===== src/lcdsd_pkg.sv =====
// constants of the segment lcd control block: register map, fields, encodings
// assumes a plain strobe register port and one system clock
package lcdsd_pkg;
   localparam logic [1:0] LCDSD_ADDR_CTRL_A = 2'h0;
   localparam logic [1:0] LCDSD_ADDR_CTRL_B = 2'h1;
   localparam logic [1:0] LCDSD_ADDR_DATA = 2'h2;
   localparam logic [1:0] LCDSD_ADDR_CONTRAST = 2'h3;
   localparam int A_EN = 7;
   localparam int A_LPW = 6;
   localparam int A_FLAG = 4;
   localparam int A_IE = 3;
   localparam int A_BLANK = 0;
   localparam int B_CS = 7;
   localparam int B_HALF = 6;
   localparam int B_DUTY_HI = 5;
   localparam int B_DUTY_LO = 4;
   localparam int B_PM_HI = 2;
   localparam logic [7:0] CTRL_A_WMASK = 8'hc9;
   localparam logic [7:0] CTRL_B_WMASK = 8'hf7;
   localparam logic [7:0] CTRL_RESET = 8'h00;
   localparam int NUM_SEG = 25;
   localparam int NUM_COM = 4;
   localparam logic [1:0] DUTY_STATIC = 2'h0;
   localparam logic [1:0] BIAS_STATIC = 2'h0;
   localparam logic [1:0] BIAS_THIRD = 2'h1;
   localparam logic [1:0] BIAS_HALF = 2'h2;
   localparam logic [4:0] SEG_COUNT [8] = '{5'd13, 5'd15, 5'd17, 5'd19,
                                          5'd21, 5'd23, 5'd24, 5'd25};
endpackage


===== src/lcdsd_ctrl.sv =====
// control and status logic of the segment lcd driver
// assumes frame timing generator outside gives a frame_tick pulse on clk_sys
//
// Chosen here: strobed register access and the register addresses.
`timescale 1ns/1ps
module lcdsd_ctrl
   import lcdsd_pkg::*;
(
   // clock and reset
   input wire logic clk_sys,
   input wire logic sys_rst,
   input wire logic clk_en,
   // register port
   input wire logic [1:0] reg_addr,
   input wire logic [7:0] reg_wdata,
   input wire logic reg_wr,
   input wire logic reg_rd,
   output logic [7:0] reg_rdata,
   // system
   input wire logic global_irq_enable,
   input wire logic irq_vector_ack,
   input wire logic ext_clock_input_enable,
   input wire logic frame_tick,
   output logic frame_irq,
   output logic frame_latch,
   // clock selection
   output logic lcd_clock_source_select,
   output logic async_from_external,
   // drive state
   output logic lcd_active,
   output logic low_power_wave_active,
   output logic blank_active,
   output logic [1:0] bias_mode,
   output logic [1:0] duty_select,
   output logic [7:0] display_data_latched,
   output logic [7:0] contrast_latched,
   output logic [NUM_COM-1:0] com_lcd_owned,
   output logic [NUM_SEG-1:0] seg_lcd_owned
);
   logic [7:0] ctrl_a;
   logic [7:0] ctrl_b;
   logic [7:0] display_data;
   logic [7:0] contrast;
   logic flag;
   logic odd_frame;
   logic frame_start;
   logic flag_event;
   logic wr_a;

   assign wr_a = clk_en && reg_wr && reg_addr == LCDSD_ADDR_CTRL_A;
   // low-power waveform uses the latched selection to skip every second frame
   assign frame_start = clk_en && ctrl_a[A_EN] && frame_tick
      && (!low_power_wave_active || odd_frame);
   assign flag_event = frame_start;

   always_ff @(posedge clk_sys or posedge sys_rst)
   begin
      if (sys_rst)
      begin
         ctrl_a <= CTRL_RESET;
         ctrl_b <= CTRL_RESET;
         display_data <= 8'h00;
         contrast <= 8'h00;
      end
      else if (clk_en && reg_wr)
      begin
         case (reg_addr)
            LCDSD_ADDR_CTRL_A: ctrl_a <= reg_wdata & CTRL_A_WMASK;
            LCDSD_ADDR_CTRL_B: ctrl_b <= reg_wdata & CTRL_B_WMASK;
            LCDSD_ADDR_DATA: display_data <= reg_wdata;
            default: contrast <= reg_wdata;
         endcase
      end
   end

   // sticky frame flag, set wins over clear
   always_ff @(posedge clk_sys or posedge sys_rst)
   begin
      if (sys_rst)
         flag <= 1'b0;
      else if (flag_event)
         flag <= 1'b1;
      else if (clk_en && (irq_vector_ack || (wr_a && reg_wdata[A_FLAG])))
         flag <= 1'b0;
   end

   always_ff @(posedge clk_sys or posedge sys_rst)
   begin
      if (sys_rst)
         odd_frame <= 1'b0;
      else if (clk_en && !ctrl_a[A_EN])
         odd_frame <= 1'b0;
      else if (clk_en && frame_tick)
         odd_frame <= !odd_frame;
   end

   // working copies taken at frame start
   always_ff @(posedge clk_sys or posedge sys_rst)
   begin
      if (sys_rst)
      begin
         low_power_wave_active <= 1'b0;
         blank_active <= 1'b0;
         display_data_latched <= 8'h00;
         contrast_latched <= 8'h00;
      end
      else if (clk_en && ctrl_a[A_EN] && frame_tick && (!low_power_wave_active || odd_frame))
      begin
         low_power_wave_active <= ctrl_a[A_LPW];
         blank_active <= ctrl_a[A_BLANK];
         display_data_latched <= display_data;
         contrast_latched <= contrast;
      end
   end

   always_ff @(posedge clk_sys or posedge sys_rst)
   begin
      if (sys_rst)
         frame_latch <= 1'b0;
      else if (clk_en)
         frame_latch <= frame_start;
   end

   always_ff @(posedge clk_sys or posedge sys_rst)
   begin
      if (sys_rst)
         reg_rdata <= 8'h00;
      else if (clk_en && reg_rd)
      begin
         case (reg_addr)
            LCDSD_ADDR_CTRL_A: reg_rdata <= (ctrl_a & CTRL_A_WMASK) | {3'h0, flag, 4'h0};
            LCDSD_ADDR_CTRL_B: reg_rdata <= ctrl_b & CTRL_B_WMASK;
            LCDSD_ADDR_DATA: reg_rdata <= display_data;
            default: reg_rdata <= contrast;
         endcase
      end
   end

   assign lcd_active = ctrl_a[A_EN];
   assign frame_irq = flag && ctrl_a[A_IE] && global_irq_enable;
   assign lcd_clock_source_select = ctrl_b[B_CS];
   assign async_from_external = ext_clock_input_enable;
   assign duty_select = ctrl_b[B_DUTY_HI:B_DUTY_LO];
   assign bias_mode = (duty_select == DUTY_STATIC) ? BIAS_STATIC :
                      (ctrl_b[B_HALF] ? BIAS_HALF : BIAS_THIRD);

   // pin ownership: disabled gives every pin back to the port
   always_comb
   begin
      com_lcd_owned = '0;
      seg_lcd_owned = '0;
      for (int i = 0; i < NUM_COM; i++)
         com_lcd_owned[i] = lcd_active && (i <= int'(duty_select));
      for (int j = 0; j < NUM_SEG; j++)
         seg_lcd_owned[j] = lcd_active && (j < int'(SEG_COUNT[ctrl_b[B_PM_HI:0]]));
   end
endmodule


===== config.mk =====
export PLATFORM = sky130hd
export DESIGN_NAME = lcdsd_ctrl
export DESIGN_NICKNAME = d
export VERILOG_FILES = /design/src/lcdsd_pkg.sv /design/src/lcdsd_ctrl.sv
export SDC_FILE = /design/constraint.sdc
export NUM_CORES = 1
export LEC_CHECK = 0
export BUFFER_PORTS_ARGS = -buffer_cell sky130_fd_sc_hd__buf_2
export CORE_MARGIN = 1.5
export CORE_UTILIZATION = 40
export DETAILED_ROUTE_END_ITERATION = 12
export PLACE_DENSITY = 0.71
export SLEW_MARGIN = 15
export SYNTH_ARGS = -nofsm -noshare
export SYNTH_HDL_FRONTEND = slang
export SYNTH_SLANG_ARGS = --single-unit

===== constraint.sdc =====
create_clock -name clk_sys -period 5.13 [get_ports clk_sys]
set_input_delay 1.026 -clock clk_sys [delete_from_list [all_inputs] [get_ports clk_sys]]
set_output_delay 1.026 -clock clk_sys [all_outputs]
set_load 0.05 [all_outputs]

# Word level (Yosys, flattened, before mapping)
# Memory sizes are Yosys's and may differ from the RTL's.
# Cells that the tools add are included.
[op_classes] n_lt_le_gt_ge=29 eq_ne=2 muxes=9 bitwise_logic=3 n_reduce_logical=54
[op_table] operator="less-than comparator 5 bit, first input constant" n=9
[op_table] operator="logical AND 1 bit" n=40
[op_table] operator="less-than comparator 4 x 5 -> 1 bit, first input constant" n=8
[op_table] operator="one-hot mux 8 bit (3 select lines)" n=1
[op_table] operator="less-than comparator 3 x 5 -> 1 bit, first input constant" n=4
[op_table] operator="less-than comparator 1 x 5 -> 1 bit, first input constant" n=2
[op_table] operator="less-than comparator 2 x 5 -> 1 bit, first input constant" n=2
[op_table] operator="2-to-1 mux 5 bit" n=2
[op_table] operator="bitwise OR 8 x 5 -> 8 bit" n=1
[op_table] operator="AND reduction 2 bit" n=4
[op_table] operator="greater-or-equal comparator 4 bit, second input constant" n=1
[op_table] operator="less-or-equal comparator 2 bit, first input constant" n=2
[op_table] operator="logical NOT 2 bit" n=2
[op_table] operator="2-to-1 mux 1 bit" n=4
[op_table] operator="2-to-1 mux 2 bit" n=2
[op_table] operator="NOT 3 -> 4 bit" n=1
[op_table] operator="nonzero test 2 bit" n=2
[op_table] operator="logical NOT 1 bit" n=3
[op_table] operator="OR reduction 3 bit" n=1
[op_table] operator="equality test 2 x 1 -> 1 bit, second input constant" n=1
[op_table] operator="equality test 2 bit, second input constant" n=1
[op_table] operator="less-or-equal comparator 1 x 2 -> 1 bit, first input constant" n=1
[op_table] operator="logical OR 1 bit" n=2
[op_table] operator="NOT 1 bit" n=1
[word_totals] register_bits=56 mem_bits_ro=40 inputBits=19 out_inout_bits=64 word_cells=110 n_memories=1
[mem_list] name="(no name shown)" depth=8 word_bits=5 read_ports=1 rd_clocked_by_memory_dff=0 wr=0 line="lcdsd_ctrl.sv:155" text="seg_lcd_owned[j] = lcd_active && (j < int'(SEG_COUNT[ctrl_b[B_PM_HI:0]]));"

# Longest topological paths before layout
# Gate-level depths: netlist (run 1).
[depth] depth_word=7 mapped_depth=5 ltp_nobuf=4

# Worst setup path before layout (run 1)
# Ideal clock, no wire load.
[synth_path] kind="reg2out" startpoint="reg ctrl_a[7]" endpoint="out seg_lcd_owned[13]" arrival_ns=3.050 required_ns=4.104 path_slack_ns=1.054 stages_incl_launch_ff=5 path_buffers=1 cell_sequence="dfrtp_1 -> buf_6 -> inv_2 -> a21oi_1 -> a21boi_0"
[synth_via] elab_chain_len=1
[synth_lines] element="start: declaration" line="lcdsd_ctrl.sv:40" text="logic [7:0] ctrl_a;"
[synth_lines] element="start signal: assignment" line="lcdsd_ctrl.sv:68" text="LCDSD_ADDR_CTRL_A: ctrl_a <= reg_wdata & CTRL_A_WMASK;"
[synth_lines] element="logical AND 1 bit" line="lcdsd_ctrl.sv:155"
[synth_lines] element="end: declaration" line="lcdsd_ctrl.sv:38" text="output logic [NUM_SEG-1:0] seg_lcd_owned"
# Every way passes these cells.

# Worst setup path in the final report (run 1)
[layout_path] startpoint="reg ctrl_b[1]" endpoint="out seg_lcd_owned[14]"
[layout_via] elab_chain_len=6
[layout_lines] element="start: declaration" line="lcdsd_ctrl.sv:41" text="logic [7:0] ctrl_b;"
[layout_lines] element="start signal: assignment" line="lcdsd_ctrl.sv:69" text="LCDSD_ADDR_CTRL_B: ctrl_b <= reg_wdata & CTRL_B_WMASK;"
[layout_lines] element="NOT 3 -> 4 bit (not written as such)" line="lcdsd_ctrl.sv:155"
[layout_lines] element="memory read (8 x 5 bit)"
[layout_lines] element="2-to-1 mux 5 bit (2 in a row)"
[layout_lines] element="less-than comparator 4 x 5 -> 1 bit" line="lcdsd_ctrl.sv:155"
[layout_lines] element="logical AND 1 bit" line="lcdsd_ctrl.sv:155"
# Every way passes these cells. The select of a mux whose other input is x is not followed.

==> flow_summary.yaml, run 1 <==
finish:
  post_route_cells_drive_above_1_share_pct: 56.4
  final_cells: 355
  area_growth_pct: 17.4
  multi_input_area_mm2: 0.00118
  nFillCells: 606
  finish.instance_area_mm2: 0.00323
  antenna_cells: 0
  num-nets-final: 298
  seq_area_mm2: 0.00140
placed_design:
  dp_cells: 347
  place.gp.congestion: 0.791
  port_buffers: 80
  place_area_mm2: 0.00312
  dpl.hpwl_um: 4150
power:
  power_density_mw_per_mm2: 622
  p_leak_nw: 1.60
  max-vdd-ir-drop_mv: 0.250
die:
  die-area_mm2: 0.00738
  coreArea_mm2: 0.00672
  die_width_um: 85.9
  start_util_pct: 40.9
  num_rows: 30
  die_h_um: 85.9
  ios: 83
route:
  route.met3.wl_um: 279
  drc: 0
  dr.first_iter.drc_count: 51
  first_pass_iters: 4
  topRoutingLayerUsed: "met4"
  wl_um: 5710
  vias: 1805
  detail-route-antenna-nets: 0
  routedWlPerCell_um: 16.1
  detail_route.vias_per_cell: 5.08
  drt-met1-wl_um: 2650
  route.met2.wl_um: 2690
sta:
  maxSlewViolCount: 0
  fin_skew_ns: 0.00836
  setup_viol: 0
  fin_crit_sh_pct: 58.9
  grt_setup_unrepaired: "false"
  worst_slew_pin_slew_ns: 0.789
  hold_viol: 0
  tns_ns: 0
  timing.slew.headroom_pct: 47.3
  fmax_mhz: 331
  timing.final.crit_period_ns: 3.02
yosys:
  synth.distinct_cells: 32
  synth_edf_count: 0
  synth_simple_gate_area_share_pct: 7.46
  yosysSeqAreaShare_pct: 51.0
  yosysWarnings: 0
  synth.net_count: 229
  ys_seq_elements: 56
  synth-async-reset-ratio_pct: 100
  synthTopCellsByCount: "dfrtp_1, mux2_2, nand2_1"
  yosys-top-cells-area: "dfrtp_1, mux2_2, mux2_4, mux4_2, ha_1"
  synthMuxAreaShare_pct: 26.1
  synth_top_family_by_area: "multiplexers"
  yosysTopAreaCell: "dfrtp_1"
  synth-compound-area-share_pct: 7.15
  netlist_area_mm2: 0.00275
  yosys.cell_count.top_type: "dfrtp_1"
  ys.flop_type: "dfrtp_1"
  synth_fa_ha_area_share_pct: 2.28
  synth_xor_area_share_pct: 0
  synth_area_per_cell_um2: 13.4
  synthCells: 205
  synth_top_area_share_pct: 51.0
worst_setup_path:
  critPathMaxStageDelay_ns: 0.44
  cp_max_fo: 12
  cp_data_arrival_time_ns: 2.00
  cpMaxStageDelayCell: "ha_1"
  critPathCaptureType: "primary output"
  worstPathRequired_ns: 4.10
  critPathLaunch: "ctrl_b[1]$_DFFE_PP0P_"
  crit_buf_inv: 2
  path_class: "flip-flop to primary output"
  cpLargestDelayFamily: "adder cells"
  path_cells: "inv_1, ha_1, a21oi_1, a21boi_0, buf_2"
  start_kind: "flip-flop"
  r2r-start: "ctrl_a[7]$_DFFE_PP0N_"
global_route:
  grtUsageTotal_pct: 15.9
  grt_pass1_vias: 1786
  grt_pass1_wl_um: 9020
  gr-total-overflow: 0
  grt_start_max_net_pins: 57
  antenna_found_initial: 0
clock_network:
  htreeDepth: 2
  cts_setup_buffers: 0
  clk_latency_ns: 0.30
  cts_buffers: 5
  cts_root_buffer: "clkbuf_8"
  clock_sinks: 56
  clock_path_buffers: 2
  ctsHoldBuffers: 0
  cts_resized: 0
  clk_pin_slew_ns: 0.09
  cts_tree: "built"
hold_path:
  hp-start: "reg_rdata[1]$_DFFE_PP0P_"
  hold_path.class: "flip-flop to flip-flop"
run:
  max-cap-violations: 0
run_status:
  status: "completed"
[layout make-up]
cell class / count / area share (%)
timing repair buffer: 81 / 12.6
multi-input combinational: 122 / 36.6
tap: 80 / 3.10
inverter: 8 / 0.930
clock inverter: 2 / 1.09
sequential: 56 / 43.4
clock buffer: 6 / 2.25
[routing by layer]
metal,vias to the layer above,track usage (%)
met4,0,5.43
met3,9,2.98
met2,65,26.1
met5,-,0
met1,870,21.3
li1,861,-
[cell usage in the layout (no fill, tap or decap), drive strengths merged]
cell type  netlist  final
nor4bb           1      1
nor3             1      1
dfrtp           56     56
nor2b            2      2
and2             2      2
a21oi            9      9
clkinv           0      1
nor2             7      7
o22ai            1      1
ha               5      5
inv              8      8
nand2b           1      1
nand2           10     10
bufinv           0      1
buf             11     81
a21o             2      2
clkbuf           8      6
o21ai            7      7
a22oi            4      4
a21boi           2      2
mux2            53     53
nand3            1      1
a31oi            4      4
and3             2      2
nand4            1      1
mux4             4      4
o41a             1      1
nand4b           2      2
[worst reg2reg max path, delay by kind of cell (launching register included)]
family | cells | cell delay [ns]
AOI/OAI and AO/OA | 1 | 0.65
muxes | 1 | 0.41
DFF | 1 | 0.71
and+or+nand+nor | 1 | 0.15
[power by group]
group          total (mW)  switching (mW)  internal (mW)
Sequential          0.682           0.102          0.580
Combinational        1.05           0.759          0.287
Clock               0.279           0.134          0.145
Total                2.01           0.996           1.01
[registers in the layout, summed over array words and instances (netlist names)]
signal	flops
frame_latch	1
reg_rdata	8
contrast_latched	8
low_power_wave_active	1
display_data	8
ctrl_a	4
flag	1
contrast	8
display_data_latched	8
ctrl_b	7
blank_active	1
odd_frame	1
[per-stage QoR]
stage	utilization (%)	hold WS [ns]	power [mW]	setup slack [ns]
after floorplan	-	0.466	1.53	1.05
after global placement	46.4	0.460	1.73	2.50
after detailed placement	46.4	0.467	1.74	2.45
after CTS	48.0	0.489	2.03	2.10
after global routing	48.0	0.531	2.11	1.92
final	48.0	0.484	2.01	2.11
[logic make-up after synthesis]
group,Yosys count
AO/OA/AOI/OAI,30
adder cells (fa/ha/maj),5
buffers and inverters,27
flip-flops,56
multiplexers,57
AND/OR/NAND/NOR,30
[worst paths after layout]
kind,to,slack [ns],depth (start not counted)
min in group asynchronous,contrast_latched[5]$_DFFE_PP0P_,0.90,3
worst min register to register,reg_rdata[1]$_DFFE_PP0P_,0.48,2
max in group asynchronous,ctrl_b[0]$_DFFE_PP0P_,3.77,3
worst max-delay path,seg_lcd_owned[14],2.11,5
worst max register to register,contrast_latched[5]$_DFFE_PP0P_,3.09,3
worst min-delay path,reg_rdata[1]$_DFFE_PP0P_,0.48,2
No activity file was read; power rests on OpenSTA's default activity.
==> run 2: changes to the inputs <==
- PLACE_DENSITY: 0.71 -> 0.73
- clock period: 5.13 -> 2.6 ns (I/O delays scaled with it)
==> run 2 against run 1 <==
Effect of this change: sequential cell count unchanged; core utilization increased by 0.074 points; largest power group unchanged; worst hold slack got worse by 0.10 ns; via count increased by 0.89%; critical path depth unchanged; critical endpoint unchanged; highest routed layer unchanged; routed wire length increased by 1.1%.
==> flow_summary.yaml, run 2 (synthesis gave the netlist of run 1 again) <==
placed_design:
  place.gp.congestion: 0.746
  port_buffers: 80
  dp_slack_ns: 0.468
  dpl.hpwl_um: 4260
  dp_cells: 348
global_route:
  grt_pass1_wl_um: 9220
  grtUsageTotal_pct: 16.4
  gr-total-overflow: 0
  antenna_found_initial: 0
  grt_start_max_net_pins: 57
  grt_pass1_vias: 1775
sta:
  whs_ns: 0.382
  tns_ns: 0
  setup_viol: 0
  timing.final.crit_period_ns: 2.40
  fin_ws_ns: 0.204
  fin_skew_ns: 0.0141
  maxSlewViolCount: 0
  timing.slew.headroom_pct: 52.9
  fin_crit_sh_pct: 92.1
  hold_viol: 0
  fmax_mhz: 417
  worst_slew_pin_slew_ns: 0.707
  grt_setup_unrepaired: "false"
clock_network:
  clk_latency_ns: 0.32
  ctsHoldBuffers: 0
  cts_tree: "built"
  clock_path_buffers: 2
  cts_root_buffer: "clkbuf_8"
  htreeDepth: 2
  clk_pin_slew_ns: 0.11
  clock_sinks: 56
  cts_setup_buffers: 0
  cts_resized: 0
  cts_buffers: 5
run_status:
  status: "completed"
route:
  drc: 0
  vias: 1821
  dr.first_iter.drc_count: 106
  wl_um: 5770
  first_pass_iters: 4
  routedWlPerCell_um: 16.2
  detail_route.vias_per_cell: 5.12
  detail-route-antenna-nets: 0
worst_setup_path:
  crit_buf_inv: 2
  start_kind: "flip-flop"
  cpMaxStageDelayCell: "dfrtp_1"
  cp_max_fo: 12
  worstPathRequired_ns: 2.08
  critPathMaxStageDelay_ns: 0.45
  cp_data_arrival_time_ns: 1.88
  cpLargestDelayFamily: "flip-flops"
  path_cells: "inv_1, ha_2, a21oi_2, a21boi_2, buf_2"
  path_class: "flip-flop to primary output"
  critPathCaptureType: "primary output"
die:
  die-area_mm2: 0.00738
  num_rows: 30
  ios: 83
  die_h_um: 85.9
  start_util_pct: 40.9
  die_width_um: 85.9
  coreArea_mm2: 0.00672
power:
  max-vdd-ir-drop_mv: 0.586
  clkPwrFrac_pct: 12.4
  internal-power_mw: 1.92
  combPwrFrac_pct: 53.4
  power_density_mw_per_mm2: 1210
  seqPwrFrac_pct: 34.2
  p_sw_mw: 2.00
  switching_share_pct: 51.1
  p_leak_nw: 1.60
finish:
  num-nets-final: 299
  post_route_cells_drive_above_1_share_pct: 58.3
  antenna_cells: 0
  fin_util_pct: 48.1
  final_cells: 356
  area_growth_pct: 17.6
  final_common_cell: "buf_2"
  final_cell_mix: "buf_2, dfrtp_1, mux2_2"
run:
  max-cap-violations: 0
hold_path:
  hold_path.class: "input pin to async pin"
-- run 2: final timing paths --
| check | start | endpoint | slack (ns) | depth (start not counted) |
|---|---|---|---|---|
| min | sys_rst | contrast_latched[1]$_DFFE_PP0P_ | 0.38 | 3 |
| max | ctrl_b[1]$_DFFE_PP0P_ | seg_lcd_owned[14] | 0.20 | 5 |
| min in group clk_sys | reg_wdata[3] | display_data[3]$_DFFE_PP0P_ | 0.46 | 2 |
| max reg2reg | ctrl_a[7]$_DFFE_PP0N_ | contrast_latched[4]$_DFFE_PP0P_ | 0.81 | 4 |
| min reg2reg | reg_rdata[5]$_DFFE_PP0P_ | reg_rdata[5]$_DFFE_PP0P_ | 0.49 | 2 |
| max in group asynchronous | sys_rst | flag$_DFFE_PP0P_ | 1.75 | 3 |
-- run 2: metal layers --
metal	track usage [%]	routed length, µm	part of all wire [%]	vias to the layer above
met4	4.11	46	0.80	0
met1	22.0	2640	46	884
li1	-	-	-	870
met3	4.33	293	5.1	4
met5	0	0	0	-
met2	26.6	2790	48	63
-- run 2: area by class of cell --
cell class / instances / area, µm²
fillers: 617 / 3490
flip-flops and latches: 56 / 1400
multi-input cells: 122 / 1190
repair buffers: 82 / 415
well taps: 80 / 100
clock buffers: 5 / 68.8
inverters: 8 / 30.0
clock inverters: 3 / 22.5
-- run 2: through the flow --
| step | power [mW] | cell area [µm²] |
|---|---|---|
| 2_1_floorplan | 3.04 | 2760 |
| 3_3_place_gp | 3.42 | 3140 |
| 6_report | 3.92 | 3230 |
| 3_5_place_dp | 3.46 | 3140 |
| 5_1_grt | 4.10 | 3230 |
| 4_1_cts | 3.95 | 3230 |
-- run 2: worst reg2reg max path, cell delays in order, from the launching register on --
cell	delay [ns]
dfrtp_1	0.69
nand3_4	0.15
a21oi_4	0.14
buf_4	0.32
mux2_2	0.38
-- run 2: power by group through the flow --
| stage | clock, mW | combinational (mW) | sequential, mW |
|---|---|---|---|
| floorplan | 0 | 1.09 | 1.95 |
| global placement | 0 | 2.08 | 1.35 |
| detailed placement | 0 | 2.10 | 1.36 |
| CTS | 0.503 | 2.10 | 1.34 |
| global route | 0.532 | 2.19 | 1.38 |
| finish | 0.487 | 2.09 | 1.34 |
==> run 3: changes to the inputs <==
- RECOVER_POWER: default -> 25
==> run 3 against run 2 <==
Effect of this change: cell count unchanged; critical endpoint unchanged; die area did not move; worst setup slack about the same; via count rose by 0.11%; non-clock buffer count is the same; routed wire length hardly changed; sequential power hardly changed.
==> flow_summary.yaml, run 3 (synthesis gave the netlist of run 1 again) <==
run_status:
  status: "completed"
route:
  detail-route-antenna-nets: 0
  drc: 0
  wl_um: 5780
  detail_route.vias_per_cell: 5.12
  dr.first_iter.drc_count: 106
  routedWlPerCell_um: 16.2
  first_pass_iters: 4
  vias: 1823
finish:
  post_route_cells_drive_above_1_share_pct: 58.0
  final_cell_mix: "buf_2, dfrtp_1, mux2_2"
  final_cells: 356
  num-nets-final: 299
  nFillCells: 618
  antenna_cells: 0
  seq_area_mm2: 0.00140
  final_common_cell: "buf_2"
  area_growth_pct: 17.5
  multi_input_area_mm2: 0.00119
worst_setup_path:
  critPathMaxStageDelay_ns: 0.45
  rrSetupSlack_ns: 0.81
  crit_buf_inv: 2
  r2r-start: "ctrl_a[7]$_DFFE_PP0N_"
  cpMaxStageDelayCell: "dfrtp_1"
  cp_data_arrival_time_ns: 1.88
  cp_max_fo: 12
  critPathCaptureType: "primary output"
  reg2reg_to: "contrast_latched[4]$_DFFE_PP0P_"
  path_class: "flip-flop to primary output"
  reg2reg_depth: 4
  worstPathRequired_ns: 2.08
  path_cells: "inv_1, ha_2, a21oi_2, a21boi_2, buf_2"
  start_kind: "flip-flop"
  cpLargestDelayFamily: "flip-flops"
die:
  die_width_um: 85.9
  coreArea_mm2: 0.00672
  ios: 83
  die_h_um: 85.9
  num_rows: 30
  start_util_pct: 40.9
  die-area_mm2: 0.00738
power:
  p_leak_nw: 1.60
  internal-power_mw: 1.92
  combPwrFrac_pct: 53.3
  power_density_mw_per_mm2: 1210
  switching_share_pct: 51.1
  p_sw_mw: 2.00
  clkPwrFrac_pct: 12.4
  seqPwrFrac_pct: 34.2
  max-vdd-ir-drop_mv: 0.586
placed_design:
  dpl.hpwl_um: 4260
  port_buffers: 80
  dp_cells: 348
  place.gp.congestion: 0.746
global_route:
  grtUsageTotal_pct: 16.4
  grt_start_max_net_pins: 57
  grt_pass1_vias: 1775
  antenna_found_initial: 0
  grt_pass1_wl_um: 9220
  gr-total-overflow: 0
sta:
  whs_ns: 0.464
  fin_skew_ns: 0.0142
  timing.final.crit_period_ns: 2.40
  worst_slew_pin_slew_ns: 1.38
  grt_setup_unrepaired: "false"
  fmax_mhz: 417
  fin_crit_sh_pct: 92.1
  hold_viol: 0
  timing.slew.headroom_pct: 8.12
  setup_viol: 0
  maxSlewViolCount: 0
clock_network:
  cts_root_buffer: "clkbuf_8"
  cts_setup_buffers: 0
  clk_pin_slew_ns: 0.11
  clock_path_buffers: 2
  htreeDepth: 2
  clk_latency_ns: 0.32
  cts_resized: 0
  ctsHoldBuffers: 0
  cts_tree: "built"
  clock_sinks: 56
  cts_buffers: 5
hold_path:
  holdPathStages: 2
  hold_path.class: "input pin to flip-flop"
  hp-start: "reg_wdata[3]"
  min_to: "display_data[3]$_DFFE_PP0P_"
run:
  max-cap-violations: 0
-- run 3: changes by cell type in the layout (fill, tap and decap cells not counted) --
cell / previous run / this run
buf_4: 2 / 1
inv_1: 6 / 7
clkbuf_2: 0 / 1
inv_2: 2 / 1
-- run 3: worst max path at each step --
| stage | from | slack [ns] | cells after the start | end |
|---|---|---|---|---|
| 2_1_floorplan | ctrl_a[7]$_DFFE_PP0N_ | -0.0008 | 4 | seg_lcd_owned[13] |
| 3_3_place_gp | ctrl_b[1]$_DFFE_PP0P_ | 0.54 | 5 | seg_lcd_owned[13] |
| 3_5_place_dp | ctrl_b[1]$_DFFE_PP0P_ | 0.47 | 5 | seg_lcd_owned[14] |
| 4_1_cts | ctrl_b[1]$_DFFE_PP0P_ | 0.10 | 5 | seg_lcd_owned[14] |
| 5_1_grt | ctrl_b[1]$_DFFE_PP0P_ | 0.08 | 5 | seg_lcd_owned[14] |
| 6_report | ctrl_b[1]$_DFFE_PP0P_ | 0.20 | 5 | seg_lcd_owned[14] |
-- run 3: power by group through the flow --
stage	sequential (mW)	combinational (mW)	clock, mW
2_1_floorplan	1.95	1.09	0
3_3_place_gp	1.35	2.08	0
3_5_place_dp	1.36	2.10	0
4_1_cts	1.34	2.10	0.503
5_1_grt	1.38	2.19	0.532
6_report	1.34	2.09	0.487
-- run 3: routing by layer --
metal	GRT usage [%]	part of all wire, %	up-vias
li1	-	-	870
met1	22.0	46	888
met2	26.6	48	61
met3	4.33	5.0	4
met4	4.11	0.80	0
met5	0	0	-
-- run 3: through the flow --
| stage | total power, mW | worst slack (ns) | TNS (ns) | cell area (µm²) | utilization (%) |
|---|---|---|---|---|---|
| 2_1_floorplan | 3.04 | -0.000786 | -0.00157 | 2760 | - |
| 3_3_place_gp | 3.42 | 0.540 | 0 | 3140 | 46.7 |
| 3_5_place_dp | 3.46 | 0.468 | 0 | 3140 | 46.7 |
| 4_1_cts | 3.95 | 0.103 | 0 | 3230 | 48.1 |
| 5_1_grt | 4.10 | 0.0785 | 0 | 3230 | 48.1 |
| 6_report | 3.92 | 0.204 | 0 | 3230 | 48.1 |
-- run 3: final cells by class --
cell class                 instances  share of cell area, %
clock buffer                       5                   2.13
sequential                        56                   43.4
inverter                           8                  0.930
multi-input combinational        122                   37.0
tap                               80                   3.10
timing repair buffer              82                   12.8
clock inverter                     3                  0.697
